**src/hw/cssb_regs.vh**
```
// Constants for the codec serial sideband block: register map, field positions, formats
`ifndef CSSB_REGS_VH
`define CSSB_REGS_VH

// ----------------------------------------------------------------------------
// Register offsets (byte addresses on the plain register port)
// ----------------------------------------------------------------------------
`define CSSB_ADDR_CTRL        8'h00
`define CSSB_ADDR_STAT        8'h04
`define CSSB_ADDR_RXWORD      8'h08

// ----------------------------------------------------------------------------
// Control register fields
// ----------------------------------------------------------------------------
`define CSSB_CTRL_SEC_REQ     0
`define CSSB_CTRL_BIT_TEN     10
`define CSSB_CTRL_BIT_ELEVEN  11
`define CSSB_CTRL_RESET       32'h0000_0000

// ----------------------------------------------------------------------------
// Status register fields
// ----------------------------------------------------------------------------
`define CSSB_STAT_STATE_LSB   0
`define CSSB_STAT_DUAL        4
`define CSSB_STAT_BYTE_FMT    5
`define CSSB_STAT_SEC_FRAME   6
`define CSSB_STAT_FIFO_READY  8
`define CSSB_STAT_FIFO_VALID  9

// ----------------------------------------------------------------------------
// Serial formats and buffering
// ----------------------------------------------------------------------------
`define CSSB_WORD_BITS        16
`define CSSB_WORD_LAST        4'hf
`define CSSB_BYTE_LAST        4'h7
`define CSSB_FIFO_DEPTH       32
`define CSSB_FIFO_AW          5

`endif

```
**src/hw/cssb_fifo.v**
```verilog
// Flip-flop FIFO holding converter results on their way to the serial port
`timescale 1ns/10ps
module cssb_fifo #(
  parameter WIDTH = 16,
  parameter DEPTH = 32,
  parameter AW    = 5
) (
  input  wire             ref_clk,
  input  wire             reset,
  input  wire [WIDTH-1:0] in_data,
  input  wire             in_valid,
  output wire             in_ready,
  output wire [WIDTH-1:0] out_data,
  output wire             out_valid,
  input  wire             out_ready
);

  // ----------------------------------------------------------------------------
  // Storage and pointers
  // ----------------------------------------------------------------------------
  reg [WIDTH-1:0] mem_q [0:DEPTH-1];
  reg [AW-1:0]    wr_ptr_q;
  reg [AW-1:0]    rd_ptr_q;
  reg [AW:0]      count_q;

  wire push = in_valid & in_ready;
  wire pop  = out_valid & out_ready;

  assign in_ready  = (count_q != DEPTH[AW:0]);
  assign out_valid = (count_q != {(AW+1){1'b0}});
  assign out_data  = mem_q[rd_ptr_q];

  always @(posedge ref_clk) begin
    if (push) begin
      mem_q[wr_ptr_q] <= in_data;
    end
  end

  // Pointers wrap naturally since depth is a power of two
  always @(posedge ref_clk) begin
    if (reset) begin
      wr_ptr_q <= {AW{1'b0}};
      rd_ptr_q <= {AW{1'b0}};
      count_q  <= {(AW+1){1'b0}};
    end else begin
      if (push) begin
        wr_ptr_q <= wr_ptr_q + 1'b1;
      end
      if (pop) begin
        rd_ptr_q <= rd_ptr_q + 1'b1;
      end
      if (push & ~pop) begin
        count_q <= count_q + 1'b1;
      end else if (pop & ~push) begin
        count_q <= count_q - 1'b1;
      end
    end
  end

endmodule

```
**src/hw/cssb_top.v**
```verilog
// Codec serial port sideband: frame syncs, end strobes, secondary sync, general outputs
`timescale 1ns/10ps
`include "cssb_regs.vh"
module cssb_top (
  input  wire        ref_clk,
  input  wire        reset,
  input  wire [7:0]  reg_addr,
  input  wire [31:0] reg_wdata,
  input  wire        reg_wr,
  input  wire        reg_rd,
  output wire [31:0] reg_rdata,
  input  wire [15:0] adc_data,
  input  wire        adc_valid,
  output wire        adc_ready,
  output wire [15:0] dac_data,
  output wire        dac_valid,
  output wire        dac_secondary,
  input  wire        shift_clk,
  input  wire        mode_control_pin,
  input  wire        word_byte_select,
  input  wire        secondary_data_in,
  input  wire        serial_data_in,
  output wire        serial_data_out,
  output wire        transmit_frame_sync,
  output wire        receive_frame_sync,
  output wire        secondary_frame_sync,
  output wire        transmit_end_strobe,
  output wire        receive_end_strobe,
  output wire        general_output_a,
  output wire        general_output_b
);

  // ----------------------------------------------------------------------------
  // States and helpers
  // ----------------------------------------------------------------------------
  localparam [1:0] ST_IDLE  = 2'd0;
  localparam [1:0] ST_SHIFT = 2'd1;
  localparam [1:0] ST_GAP   = 2'd2;
  localparam [1:0] ST_END   = 2'd3;
  localparam [31:0] CTRL_RST = `CSSB_CTRL_RESET;

  // Index of the last bit of the current word or byte
  function [3:0] last_index;
    input byte_fmt;
    begin
      last_index = byte_fmt ? `CSSB_BYTE_LAST : `CSSB_WORD_LAST;
    end
  endfunction

  // True when the whole word (or the second byte) is complete
  function frame_done;
    input byte_fmt;
    input second_half;
    begin
      frame_done = ~byte_fmt | second_half;
    end
  endfunction

  // ----------------------------------------------------------------------------
  // Pin synchronisers
  // ----------------------------------------------------------------------------
  // Bit order: 0 shift clock, 1 control pin, 2 format select, 3 secondary data, 4 data in
  reg  [4:0] sync1_q;
  reg  [4:0] sync2_q;
  reg        sclk_prev_q;

  always @(posedge ref_clk) begin
    if (reset) begin
      sync1_q     <= 5'h00;
      sync2_q     <= 5'h00;
      sclk_prev_q <= 1'b0;
    end else begin
      sync1_q     <= {serial_data_in, secondary_data_in, word_byte_select, mode_control_pin, shift_clk};
      sync2_q     <= sync1_q;
      sclk_prev_q <= sync2_q[0];
    end
  end

  wire sclk_rise = sync2_q[0] & ~sclk_prev_q;
  wire sclk_fall = ~sync2_q[0] & sclk_prev_q;
  // Control pin high selects word-or-byte mode, low selects dual-word mode
  wire dual_mode = ~sync2_q[1];
  wire byte_sel  = ~dual_mode & ~sync2_q[2];
  wire sec_din   = sync2_q[3];
  wire ser_din   = sync2_q[4];

  // ----------------------------------------------------------------------------
  // Control register
  // ----------------------------------------------------------------------------
  reg  ctrl_ten_q;
  reg  ctrl_eleven_q;
  reg  sec_req_q;
  wire ctrl_wr = reg_wr & (reg_addr == `CSSB_ADDR_CTRL);
  wire sec_start;

  always @(posedge ref_clk) begin
    if (reset) begin
      ctrl_ten_q    <= CTRL_RST[`CSSB_CTRL_BIT_TEN];
      ctrl_eleven_q <= CTRL_RST[`CSSB_CTRL_BIT_ELEVEN];
      sec_req_q     <= 1'b0;
    end else begin
      if (ctrl_wr) begin
        ctrl_ten_q    <= reg_wdata[`CSSB_CTRL_BIT_TEN];
        ctrl_eleven_q <= reg_wdata[`CSSB_CTRL_BIT_ELEVEN];
      end
      // A fresh request in the cycle the frame starts is kept
      sec_req_q <= (ctrl_wr & reg_wdata[`CSSB_CTRL_SEC_REQ]) | (sec_req_q & ~sec_start);
    end
  end

  // Combinational from the register so the pin moves with the write itself
  assign general_output_a = dual_mode & ctrl_ten_q;
  assign general_output_b = dual_mode & ctrl_eleven_q;

  // ----------------------------------------------------------------------------
  // Result buffer
  // ----------------------------------------------------------------------------
  wire [15:0] fifo_data;
  wire        fifo_valid;
  wire        fifo_pop;

  cssb_fifo #(
    .WIDTH (`CSSB_WORD_BITS),
    .DEPTH (`CSSB_FIFO_DEPTH),
    .AW    (`CSSB_FIFO_AW)
  ) u_fifo (
    .ref_clk   (ref_clk),
    .reset     (reset),
    .in_data   (adc_data),
    .in_valid  (adc_valid),
    .in_ready  (adc_ready),
    .out_data  (fifo_data),
    .out_valid (fifo_valid),
    .out_ready (fifo_pop)
  );

  // ----------------------------------------------------------------------------
  // Frame engine
  // ----------------------------------------------------------------------------
  reg [1:0]  state_q;
  reg [3:0]  bit_cnt_q;
  reg        half_q;
  reg        last_q;
  reg        byte_q;
  reg        sec_q;
  reg        fs_q;
  reg        eod_q;
  reg        dout_q;
  reg [15:0] tx_sr_q;
  reg [15:0] rx_sr_q;
  reg [15:0] dac_data_q;
  reg        dac_valid_q;
  reg        dac_sec_q;

  // Secondary frames take priority so control traffic is never starved by data
  assign sec_start = sclk_rise & (state_q == ST_IDLE) & sec_req_q & dual_mode;
  assign fifo_pop  = sclk_rise & (state_q == ST_IDLE) & ~(sec_req_q & dual_mode) & fifo_valid;

  always @(posedge ref_clk) begin
    if (reset) begin
      state_q     <= ST_IDLE;
      bit_cnt_q   <= 4'h0;
      half_q      <= 1'b0;
      last_q      <= 1'b0;
      byte_q      <= 1'b0;
      sec_q       <= 1'b0;
      fs_q        <= 1'b1;
      eod_q       <= 1'b1;
      dout_q      <= 1'b0;
      tx_sr_q     <= 16'h0000;
      rx_sr_q     <= 16'h0000;
      dac_data_q  <= 16'h0000;
      dac_valid_q <= 1'b0;
      dac_sec_q   <= 1'b0;
    end else begin
      dac_valid_q <= 1'b0;
      if (sclk_rise) begin
        case (state_q)
          ST_IDLE: begin
            if (sec_start) begin
              sec_q     <= 1'b1;
              byte_q    <= 1'b0;
              fs_q      <= 1'b0;
              dout_q    <= sec_din;
              bit_cnt_q <= 4'h0;
              half_q    <= 1'b0;
              state_q   <= ST_SHIFT;
            end else if (fifo_valid) begin
              sec_q     <= 1'b0;
              byte_q    <= byte_sel;  // format frozen for the whole frame
              tx_sr_q   <= fifo_data;
              fs_q      <= 1'b0;
              dout_q    <= fifo_data[15];
              bit_cnt_q <= 4'h0;
              half_q    <= 1'b0;
              state_q   <= ST_SHIFT;
            end
          end
          ST_SHIFT: begin
            if (last_q) begin
              last_q <= 1'b0;
              fs_q   <= 1'b1;
              if (byte_q & ~half_q) begin
                eod_q   <= 1'b0;
                state_q <= ST_GAP;
              end else if (byte_q) begin
                eod_q   <= 1'b1;
                state_q <= ST_IDLE;
              end else if (~sec_q & ~dual_mode) begin
                eod_q   <= 1'b0;
                state_q <= ST_END;
              end else begin
                state_q <= ST_IDLE;
              end
            end else begin
              dout_q <= sec_q ? sec_din : tx_sr_q[15];
            end
          end
          ST_GAP: begin
            fs_q      <= 1'b0;
            half_q    <= 1'b1;
            bit_cnt_q <= 4'h0;
            dout_q    <= tx_sr_q[15];
            state_q   <= ST_SHIFT;
          end
          ST_END: begin
            eod_q   <= 1'b1;
            state_q <= ST_IDLE;
          end
          default: begin
            state_q <= ST_IDLE;
          end
        endcase
      end else if (sclk_fall & (state_q == ST_SHIFT) & ~last_q) begin
        rx_sr_q <= {rx_sr_q[14:0], ser_din};
        tx_sr_q <= {tx_sr_q[14:0], 1'b0};
        if (bit_cnt_q == last_index(byte_q)) begin
          last_q    <= 1'b1;
          bit_cnt_q <= 4'h0;
          if (frame_done(byte_q, half_q)) begin
            dac_data_q  <= {rx_sr_q[14:0], ser_din};
            dac_valid_q <= 1'b1;
            dac_sec_q   <= sec_q;
          end
        end else begin
          bit_cnt_q <= bit_cnt_q + 4'h1;
        end
      end
    end
  end

  // ----------------------------------------------------------------------------
  // Pin outputs
  // ----------------------------------------------------------------------------
  assign serial_data_out      = dout_q;
  assign transmit_frame_sync  = fs_q;
  assign receive_frame_sync   = fs_q;
  // Primary frames and word-or-byte mode keep it high
  assign secondary_frame_sync = (dual_mode & sec_q) ? fs_q : 1'b1;
  // Both directions run full duplex, so one strobe source serves both pins
  assign transmit_end_strobe  = dual_mode ? 1'b1 : eod_q;
  assign receive_end_strobe   = dual_mode ? 1'b1 : eod_q;
  assign dac_data             = dac_data_q;
  assign dac_valid            = dac_valid_q;
  assign dac_secondary        = dac_sec_q;

  // ----------------------------------------------------------------------------
  // Register read port
  // ----------------------------------------------------------------------------
  reg [31:0] rdata_q;
  reg [31:0] rdata_d;

  always @* begin
    rdata_d = 32'h0000_0000;
    case (reg_addr)
      `CSSB_ADDR_CTRL: begin
        rdata_d[`CSSB_CTRL_SEC_REQ]    = sec_req_q;
        rdata_d[`CSSB_CTRL_BIT_TEN]    = ctrl_ten_q;
        rdata_d[`CSSB_CTRL_BIT_ELEVEN] = ctrl_eleven_q;
      end
      `CSSB_ADDR_STAT: begin
        rdata_d[`CSSB_STAT_STATE_LSB+1:`CSSB_STAT_STATE_LSB] = state_q;
        rdata_d[`CSSB_STAT_DUAL]       = dual_mode;
        rdata_d[`CSSB_STAT_BYTE_FMT]   = byte_sel;
        rdata_d[`CSSB_STAT_SEC_FRAME]  = sec_q;
        rdata_d[`CSSB_STAT_FIFO_READY] = adc_ready;
        rdata_d[`CSSB_STAT_FIFO_VALID] = fifo_valid;
      end
      `CSSB_ADDR_RXWORD: begin
        rdata_d[15:0] = dac_data_q;
      end
      default: begin
        rdata_d = 32'h0000_0000;
      end
    endcase
  end

  // Read data stand only in the cycle after the strobe
  always @(posedge ref_clk) begin
    if (reset) begin
      rdata_q <= 32'h0000_0000;
    end else if (reg_rd) begin
      rdata_q <= rdata_d;
    end else begin
      rdata_q <= 32'h0000_0000;
    end
  end

  assign reg_rdata = rdata_q;

endmodule

```
**config.mk**
```make
export PLATFORM = sky130hd
export DESIGN_NAME = cssb_top
export DESIGN_NICKNAME = d
export VERILOG_FILES = /design/src/hw/cssb_fifo.v /design/src/hw/cssb_top.v
export VERILOG_INCLUDE_DIRS = /design/src /design/src/hw
export SDC_FILE = /design/constraint.sdc
export NUM_CORES = 1
export LEC_CHECK = 0
export BUFFER_PORTS_ARGS = -buffer_cell sky130_fd_sc_hd__buf_2
export CAP_MARGIN = 20
export CORE_MARGIN = 5
export CORE_UTILIZATION = 40
export CTS_BUF_LIST = sky130_fd_sc_hd__clkbuf_16
export DETAILED_ROUTE_END_ITERATION = 7
export PLACE_DENSITY = 0.56
export SETUP_SLACK_MARGIN = 0.05
export SLEW_MARGIN = 0
export SYNTH_ARGS = -nofsm -noshare
export SYNTH_HDL_FRONTEND = slang
export SYNTH_SLANG_ARGS = --single-unit
```
**constraint.sdc**
```tcl
create_clock -name ref_clk -period 9.5 [get_ports ref_clk]
set_input_delay 0.95 -clock ref_clk [delete_from_list [all_inputs] [get_ports ref_clk]]
set_output_delay 0.95 -clock ref_clk [all_outputs]
set_load 0.03 [all_outputs]
```
# After elaboration in Yosys (flattened, before gate mapping)
# Memories as Yosys holds them, arrays and structs flattened. A register that Yosys moved wholly into a read port is not among the register bits.
# Cells that the tools add are included.
# op_classes
bitwise	42
n_mux	55
n_addsub	5
eq_ne	17
reduce_logical	24
# ops
operator	n
$mux 16	5
$mux 4	6
$and 1x1->1	23
$mux 1	23
$reduce_and 4->1	5
$not 1->1	17
$reduce_and 3->1	5
$mux 2	6
$mux 6	2
$reduce_bool 2->1	6
$add 5x1->5 const B	2
$mux 5	2
$pmux 1 s3	3
$eq 8x3->1 const B	1
$eq 8x4->1 const B	1
$logic_not 8->1	1
$ne 4x4->1 const B	2
$pmux 2 s2	2
$pmux 2 s4	1
$pmux 4 s2	1
$add 6x1->6 const B	1
$ne 2x1->1 const B	3
$ne 2x2->1 const B	3
$ne 6x6->1 const B	1
other kinds (17)	21
# word_totals
mem_bits_rw	512
mem_count	1
out_inout_bits	59
reg_bits	124
in_bits	66
elab_cells	170
# memory_table
name	depth	width	read_ports	rd_clocked_by_memory_dff	write_ports	line	text
u_fifo.mem_q	32	16	1	1	1	cssb_fifo.v:21	reg [WIDTH-1:0] mem_q [0:DEPTH-1];

# Longest topological paths before layout
# depth
ltp_word	9
ltp_mapped	13
ltp_nobuf	13

# Modules after synthesis
# From an unflattened synthesis, not the netlist that was laid out.
# unflattened
cells_unflattened	1498
area_unflattened_um2	24641.1
# modules_own_cells
module	area_each_um2	seq_area_each_um2	cells_per_inst	instances
cssb_fifo	20697.4	15795.1	1079	1
cssb_top	3943.8	1841.8	419	1

# Least setup slack after synthesis
# OpenSTA, ideal clock, no wires.
# synth_path
path_kind	input-to-reg
from	input port adc_valid
to	register u_fifo.count_q[4]
path_buffers	1
setup_time_ns	0.070
required_time_ns	9.430
stages	10
t_arrival_ns	2.969
path_slack_ns	6.461
cell_sequence	o31a_1 -> clkbuf_1 -> ha_1 -> inv_1 -> ha_1 -> nor2b_1 -> o21a_1 -> o21ai_0 -> or3b_2 -> a21oi_1
# synth_between
elab_chain_len	4
word_cells_on_any_way	6
classes_between	1 x mux; 4 x bitwise; 1 x reduce/logical
# synth_rtl
item	line	text
from (decl)	cssb_top.v:13	input wire adc_valid,
$and 1x1->1 *	cssb_fifo.v:26	wire push = in_valid & in_ready;
via u_fifo.push	cssb_fifo.v:26	
$not 1->1	cssb_fifo.v:54	end else if (pop & ~push) begin
$and 1x1->1	cssb_fifo.v:54	
$reduce_bool 2->1 (no source line)	n/a	
to (signal assigned)	cssb_fifo.v:44	count_q <= {(AW+1){1'b0}};
to (signal assigned)	cssb_fifo.v:53	count_q <= count_q + 1'b1;
to (signal assigned)	cssb_fifo.v:55	count_q <= count_q - 1'b1;
to (decl)	cssb_fifo.v:24	reg [AW:0] count_q;
# Mark *: on every way through the listed nets, which the timed path passes. The rest lies on a longest branch.
# A chain may end at the register's enable or synchronous reset.

# Final worst setup path
# layout_path
from	register state_q[1]
to	register u_fifo.count_q[4]
# layout_between
elab_chain_len	8
word_cells_on_any_way	10
classes_between	1 x mux; 7 x bitwise; 2 x reduce/logical
# layout_rtl
item	line	text
from (decl)	cssb_top.v:140	reg [1:0] state_q;
from (signal assigned)	cssb_top.v:161	state_q <= ST_IDLE;
from (signal assigned)	cssb_top.v:187	state_q <= ST_SHIFT;
from (signal assigned)	cssb_top.v:196	state_q <= ST_SHIFT;
$logic_not 2->1 *	cssb_top.v:157	assign fifo_pop = sclk_rise & (state_q == ST_IDLE) & ~(sec_req_q & dual_mode) & fifo_valid;
$and 1x1->1 * (3 in series)	cssb_top.v:157	
$and 1x1->1 *	cssb_fifo.v:27	wire pop = out_valid & out_ready;
$not 1->1	cssb_fifo.v:52	if (push & ~pop) begin
$and 1x1->1	cssb_fifo.v:52	
$mux 6 or $reduce_bool 2->1 (tied branches)	n/a	
# Mark *: on every way between the ends. The rest lies on a longest branch, timed or not.

==> impl_metrics.ini <==
[setup_path]
critPathMaxFanout = 7
worstSetupStartpoint = state_q[1]
critPathKind = reg -> reg
cp.required_ns = 10.01
critPathLaunchType = flop
rr_startpoint = state_q[1]
cp_data_arrival_time_ns = 4.04
crit_path_end_kind = flop

[drt]
drtIter0Drc = 969
ant_nets = 0
first_pass_iters = 6
vias = 12861
avgRoutedWirePerCell_microns = 23.1
drc = 0
vias_per_cell = 5.47
wirelength_microns = 54200

[die]
die_h_microns = 257
num_rows = 90
core_region_area_sq_mm = 0.0604
fp.dieArea_sq_mm = 0.0660
start_util_pct = 40.4
die_w_microns = 257
ioPinCount = 125

[place]
gp_congestion = 0.812
dpl.hpwl_microns = 32300
pre_cts_ws_ns = 5.97
place_area_sq_mm = 0.0257
io_buffers = 79
dp.cells = 2229

[timing]
fmax_mhz = 284
finalCriticalPeriod_ns = 3.53
hold_viol = 0
rsz0062_at_grt = no
setup_viol = 0
fin_ws_ns = 5.97
period_share_pct = 37.1
final.setup.tns_ns = 0
fin_worst_skew_ns = 0.0206
maxSlewViolCount = 0
max_slew_margin_pct = 32.2
max_slew.worst_pin.slew_ns = 1.02

[clocking]
post_cts_buffers = 0
cts_tree = built
htree_levels = 3
cts_made_buffers = 68
clk_latency_ns = 0.60
ctsHoldBuffers = 0
cts_buffer_depth = 3
cts-root-buf = clkbuf_16
cts_resized = 0
cts_sinks = 625
path_clk_slew_ns = 0.06

[cells_and_area]
fin_nets = 1601
num-fill-cells = 5159
fin_area_sq_mm = 0.0278
final_cells = 2353
utilization_pct = 46.1
synthToLayoutAreaGrowth_pct = 14.1
n_antenna_cell = 0
drive_gt1_share_pct = 24.0

[synth]
synth_edf_count = 512
yosysWarnings = 0
synth_flop_cell = edfxtp_1
yosysSeqAreaShare_pct = 72.3
avgSynthCellArea_sq_um = 17.4
synth_area_sq_mm = 0.0244
ys_ff_latch = 625
synth_cell_types = 63
postSynthCellCount = 1405
synth-async-reset-ratio_pct = 0

[run]
maxCapViolations = 0

[global_routing]
grt_overflow = 0
grt_use_total_pct = 16.2
antenna_found_initial = 0
grt_max_degree = 85
grt_first_pass_wirelength_microns = 82700
grt_pass1_vias = 13181

[worst_hold_path]
min_path_type = reg -> reg
hp-start = sync1_q[2]

[power_and_ir_drop]
p_clk_share_pct = 41.1
ir_drop_uv = 159
swShare_pct = 22.5
p_int_mw = 4.70
p_leak_nw = 8.95
p_sw_mw = 1.37
power_frac_seq_pct = 50.6
power.share.combinational_pct = 8.2
power_density_mw_per_mm2 = 218

[run_status]
outcome = finished, final reports clean
[cells in the mapped netlist, types with 5 or more instances]
cell type | instances | share of area, %
xor2_1 | 8 | 0.29
nand3b_1 | 5 | 0.15
nand2_1 | 101 | 1.6
clkbuf_1 | 42 | 0.65
o21ai_0 | 30 | 0.62
a211oi_1 | 12 | 0.37
or3b_2 | 5 | 0.18
mux4_2 | 130 | 12
mux2i_1 | 18 | 0.74
nand3_1 | 8 | 0.16
nor2b_1 | 24 | 0.62
o221a_2 | 10 | 0.46
buf_2 | 21 | 0.43
o211ai_1 | 13 | 0.40
ha_1 | 16 | 0.82
o22ai_1 | 19 | 0.49
inv_1 | 13 | 0.20
a21oi_1 | 46 | 0.94
and2_1 | 8 | 0.21
a22oi_1 | 7 | 0.22
a221oi_1 | 5 | 0.18
nor2_1 | 99 | 1.5
nor3_1 | 8 | 0.16
nand2b_1 | 12 | 0.31
edfxtp_1 | 512 | 63
dfxtp_1 | 113 | 9.3
mux2_2 | 14 | 0.65
o22a_1 | 10 | 0.36
buf_4 | 21 | 0.65
a311oi_1 | 11 | 0.39
buf_1 | 6 | 0.092
[logic make-up (layout without fill, tap and decap cells)]
family | count (synthesis) | in the layout | synth area share (%)
flip-flops | 625 | 625 | 72.3
AND/OR/NAND/NOR | 291 | 291 | 5.50
AO/OA/AOI/OAI | 192 | 192 | 5.42
multiplexers | 162 | 162 | 13.4
buffers and inverters | 106 | 257 | 2.10
adder cells (fa/ha/maj) | 17 | 17 | 0.903
XOR/XNOR | 11 | 11 | 0.395
other | 1 | 16 | 0.0154
[final cells by class]
| type | instances | area [sq um] | share of cell area, % |
|---|---|---|---|
| Multi-Input combinational cell | 689 | 6310 | 22.6 |
| Tap cell | 782 | 978 | 3.51 |
| Timing Repair Buffer | 120 | 736 | 2.64 |
| Sequential cell | 625 | 17600 | 63.4 |
| Clock inverter | 52 | 350 | 1.26 |
| Clock buffer | 71 | 1780 | 6.38 |
| Inverter | 14 | 52.6 | 0.189 |
[per-layer routing]
metal  share of wire [%]  GRT usage (%)  wire length (microns)  up-vias
met4                 2.2           3.97                   1190        0
met5                   0              0                      0        -
met2                  50           27.6                  27000      314
li1                    -              -                      -     5750
met3                 4.5           3.12                   2430       80
met1                  44           21.8                  23600     6717
[worst max-delay path, stage by stage, from the launching register on]
cell and delay, ns:
dfxtp_1 0.38, inv_1 0.11, ha_1 0.26, nand3b_1 0.16, a311oi_2 0.51, inv_1 0.18, ha_1 0.31, inv_1 0.21
ha_1 0.28, nor2b_1 0.13, o21a_1 0.18, o21ai_0 0.14, or3b_2 0.45, a21oi_1 0.15
[power by group through the flow]
stage	combinational [mW]	clock, mW	sequential [mW]
final	0.499	2.50	3.07
after global routing	0.549	2.68	3.08
after CTS	0.507	2.57	3.08
after detailed placement	0.506	0	3.13
after global placement	0.497	0	3.13
after floorplan	0.374	0	3.11
[stage by stage]
step / power, mW / hold WS, ns
finish: 6.07 / 0.435
global route: 6.31 / 0.460
CTS: 6.15 / 0.441
detailed placement: 3.64 / 0.427
global placement: 3.63 / 0.428
floorplan: 3.48 / 0.414
[placed cells by master, fill, tap and decap left out, drive strengths merged, types with 3 or more instances in the layout]
cell type    n
edfxtp     512
mux4       130
buf        119
dfxtp      113
nand2      101
nor2        99
clkbuf      72
a21oi       46
inv         33
o21ai       30
clkinv      29
nor2b       24
o22ai       19
mux2i       18
ha          16
conb        16
mux2        14
o211ai      13
nand2b      12
a211oi      12
a311oi      12
o22a        10
o221a       10
nor3         8
nand3        8
xor2         8
and2         8
a22oi        7
nand3b       5
or3b         5
a221oi       5
a22o         4
o21a         4
nand4        4
bufinv       4
xnor2        3
a21o         3
nor4         3
[state kept, by name, summed over array words and instances, names as in the netlist, 2 cells and up, named ones only]
name	cells
bit_cnt_q	4
dac_data	16
reg_rdata	16
rx_sr_q	15
state_q	2
sync1_q	5
sync2_q	5
tx_sr_q	16
u_fifo.count_q	6
u_fifo.mem_q	512
u_fifo.rd_ptr_q	5
u_fifo.wr_ptr_q	5
[final timing paths]
path | to | slack [ns] | cells past startpoint
setup / recovery | u_fifo.count_q[4] | 5.97 | 13
hold / removal | sync2_q[2] | 0.43 | 1
setup reg to reg | u_fifo.count_q[4] | 5.97 | 13
hold reg to reg | sync2_q[2] | 0.43 | 1
Power figures use the tool's default switching activity.
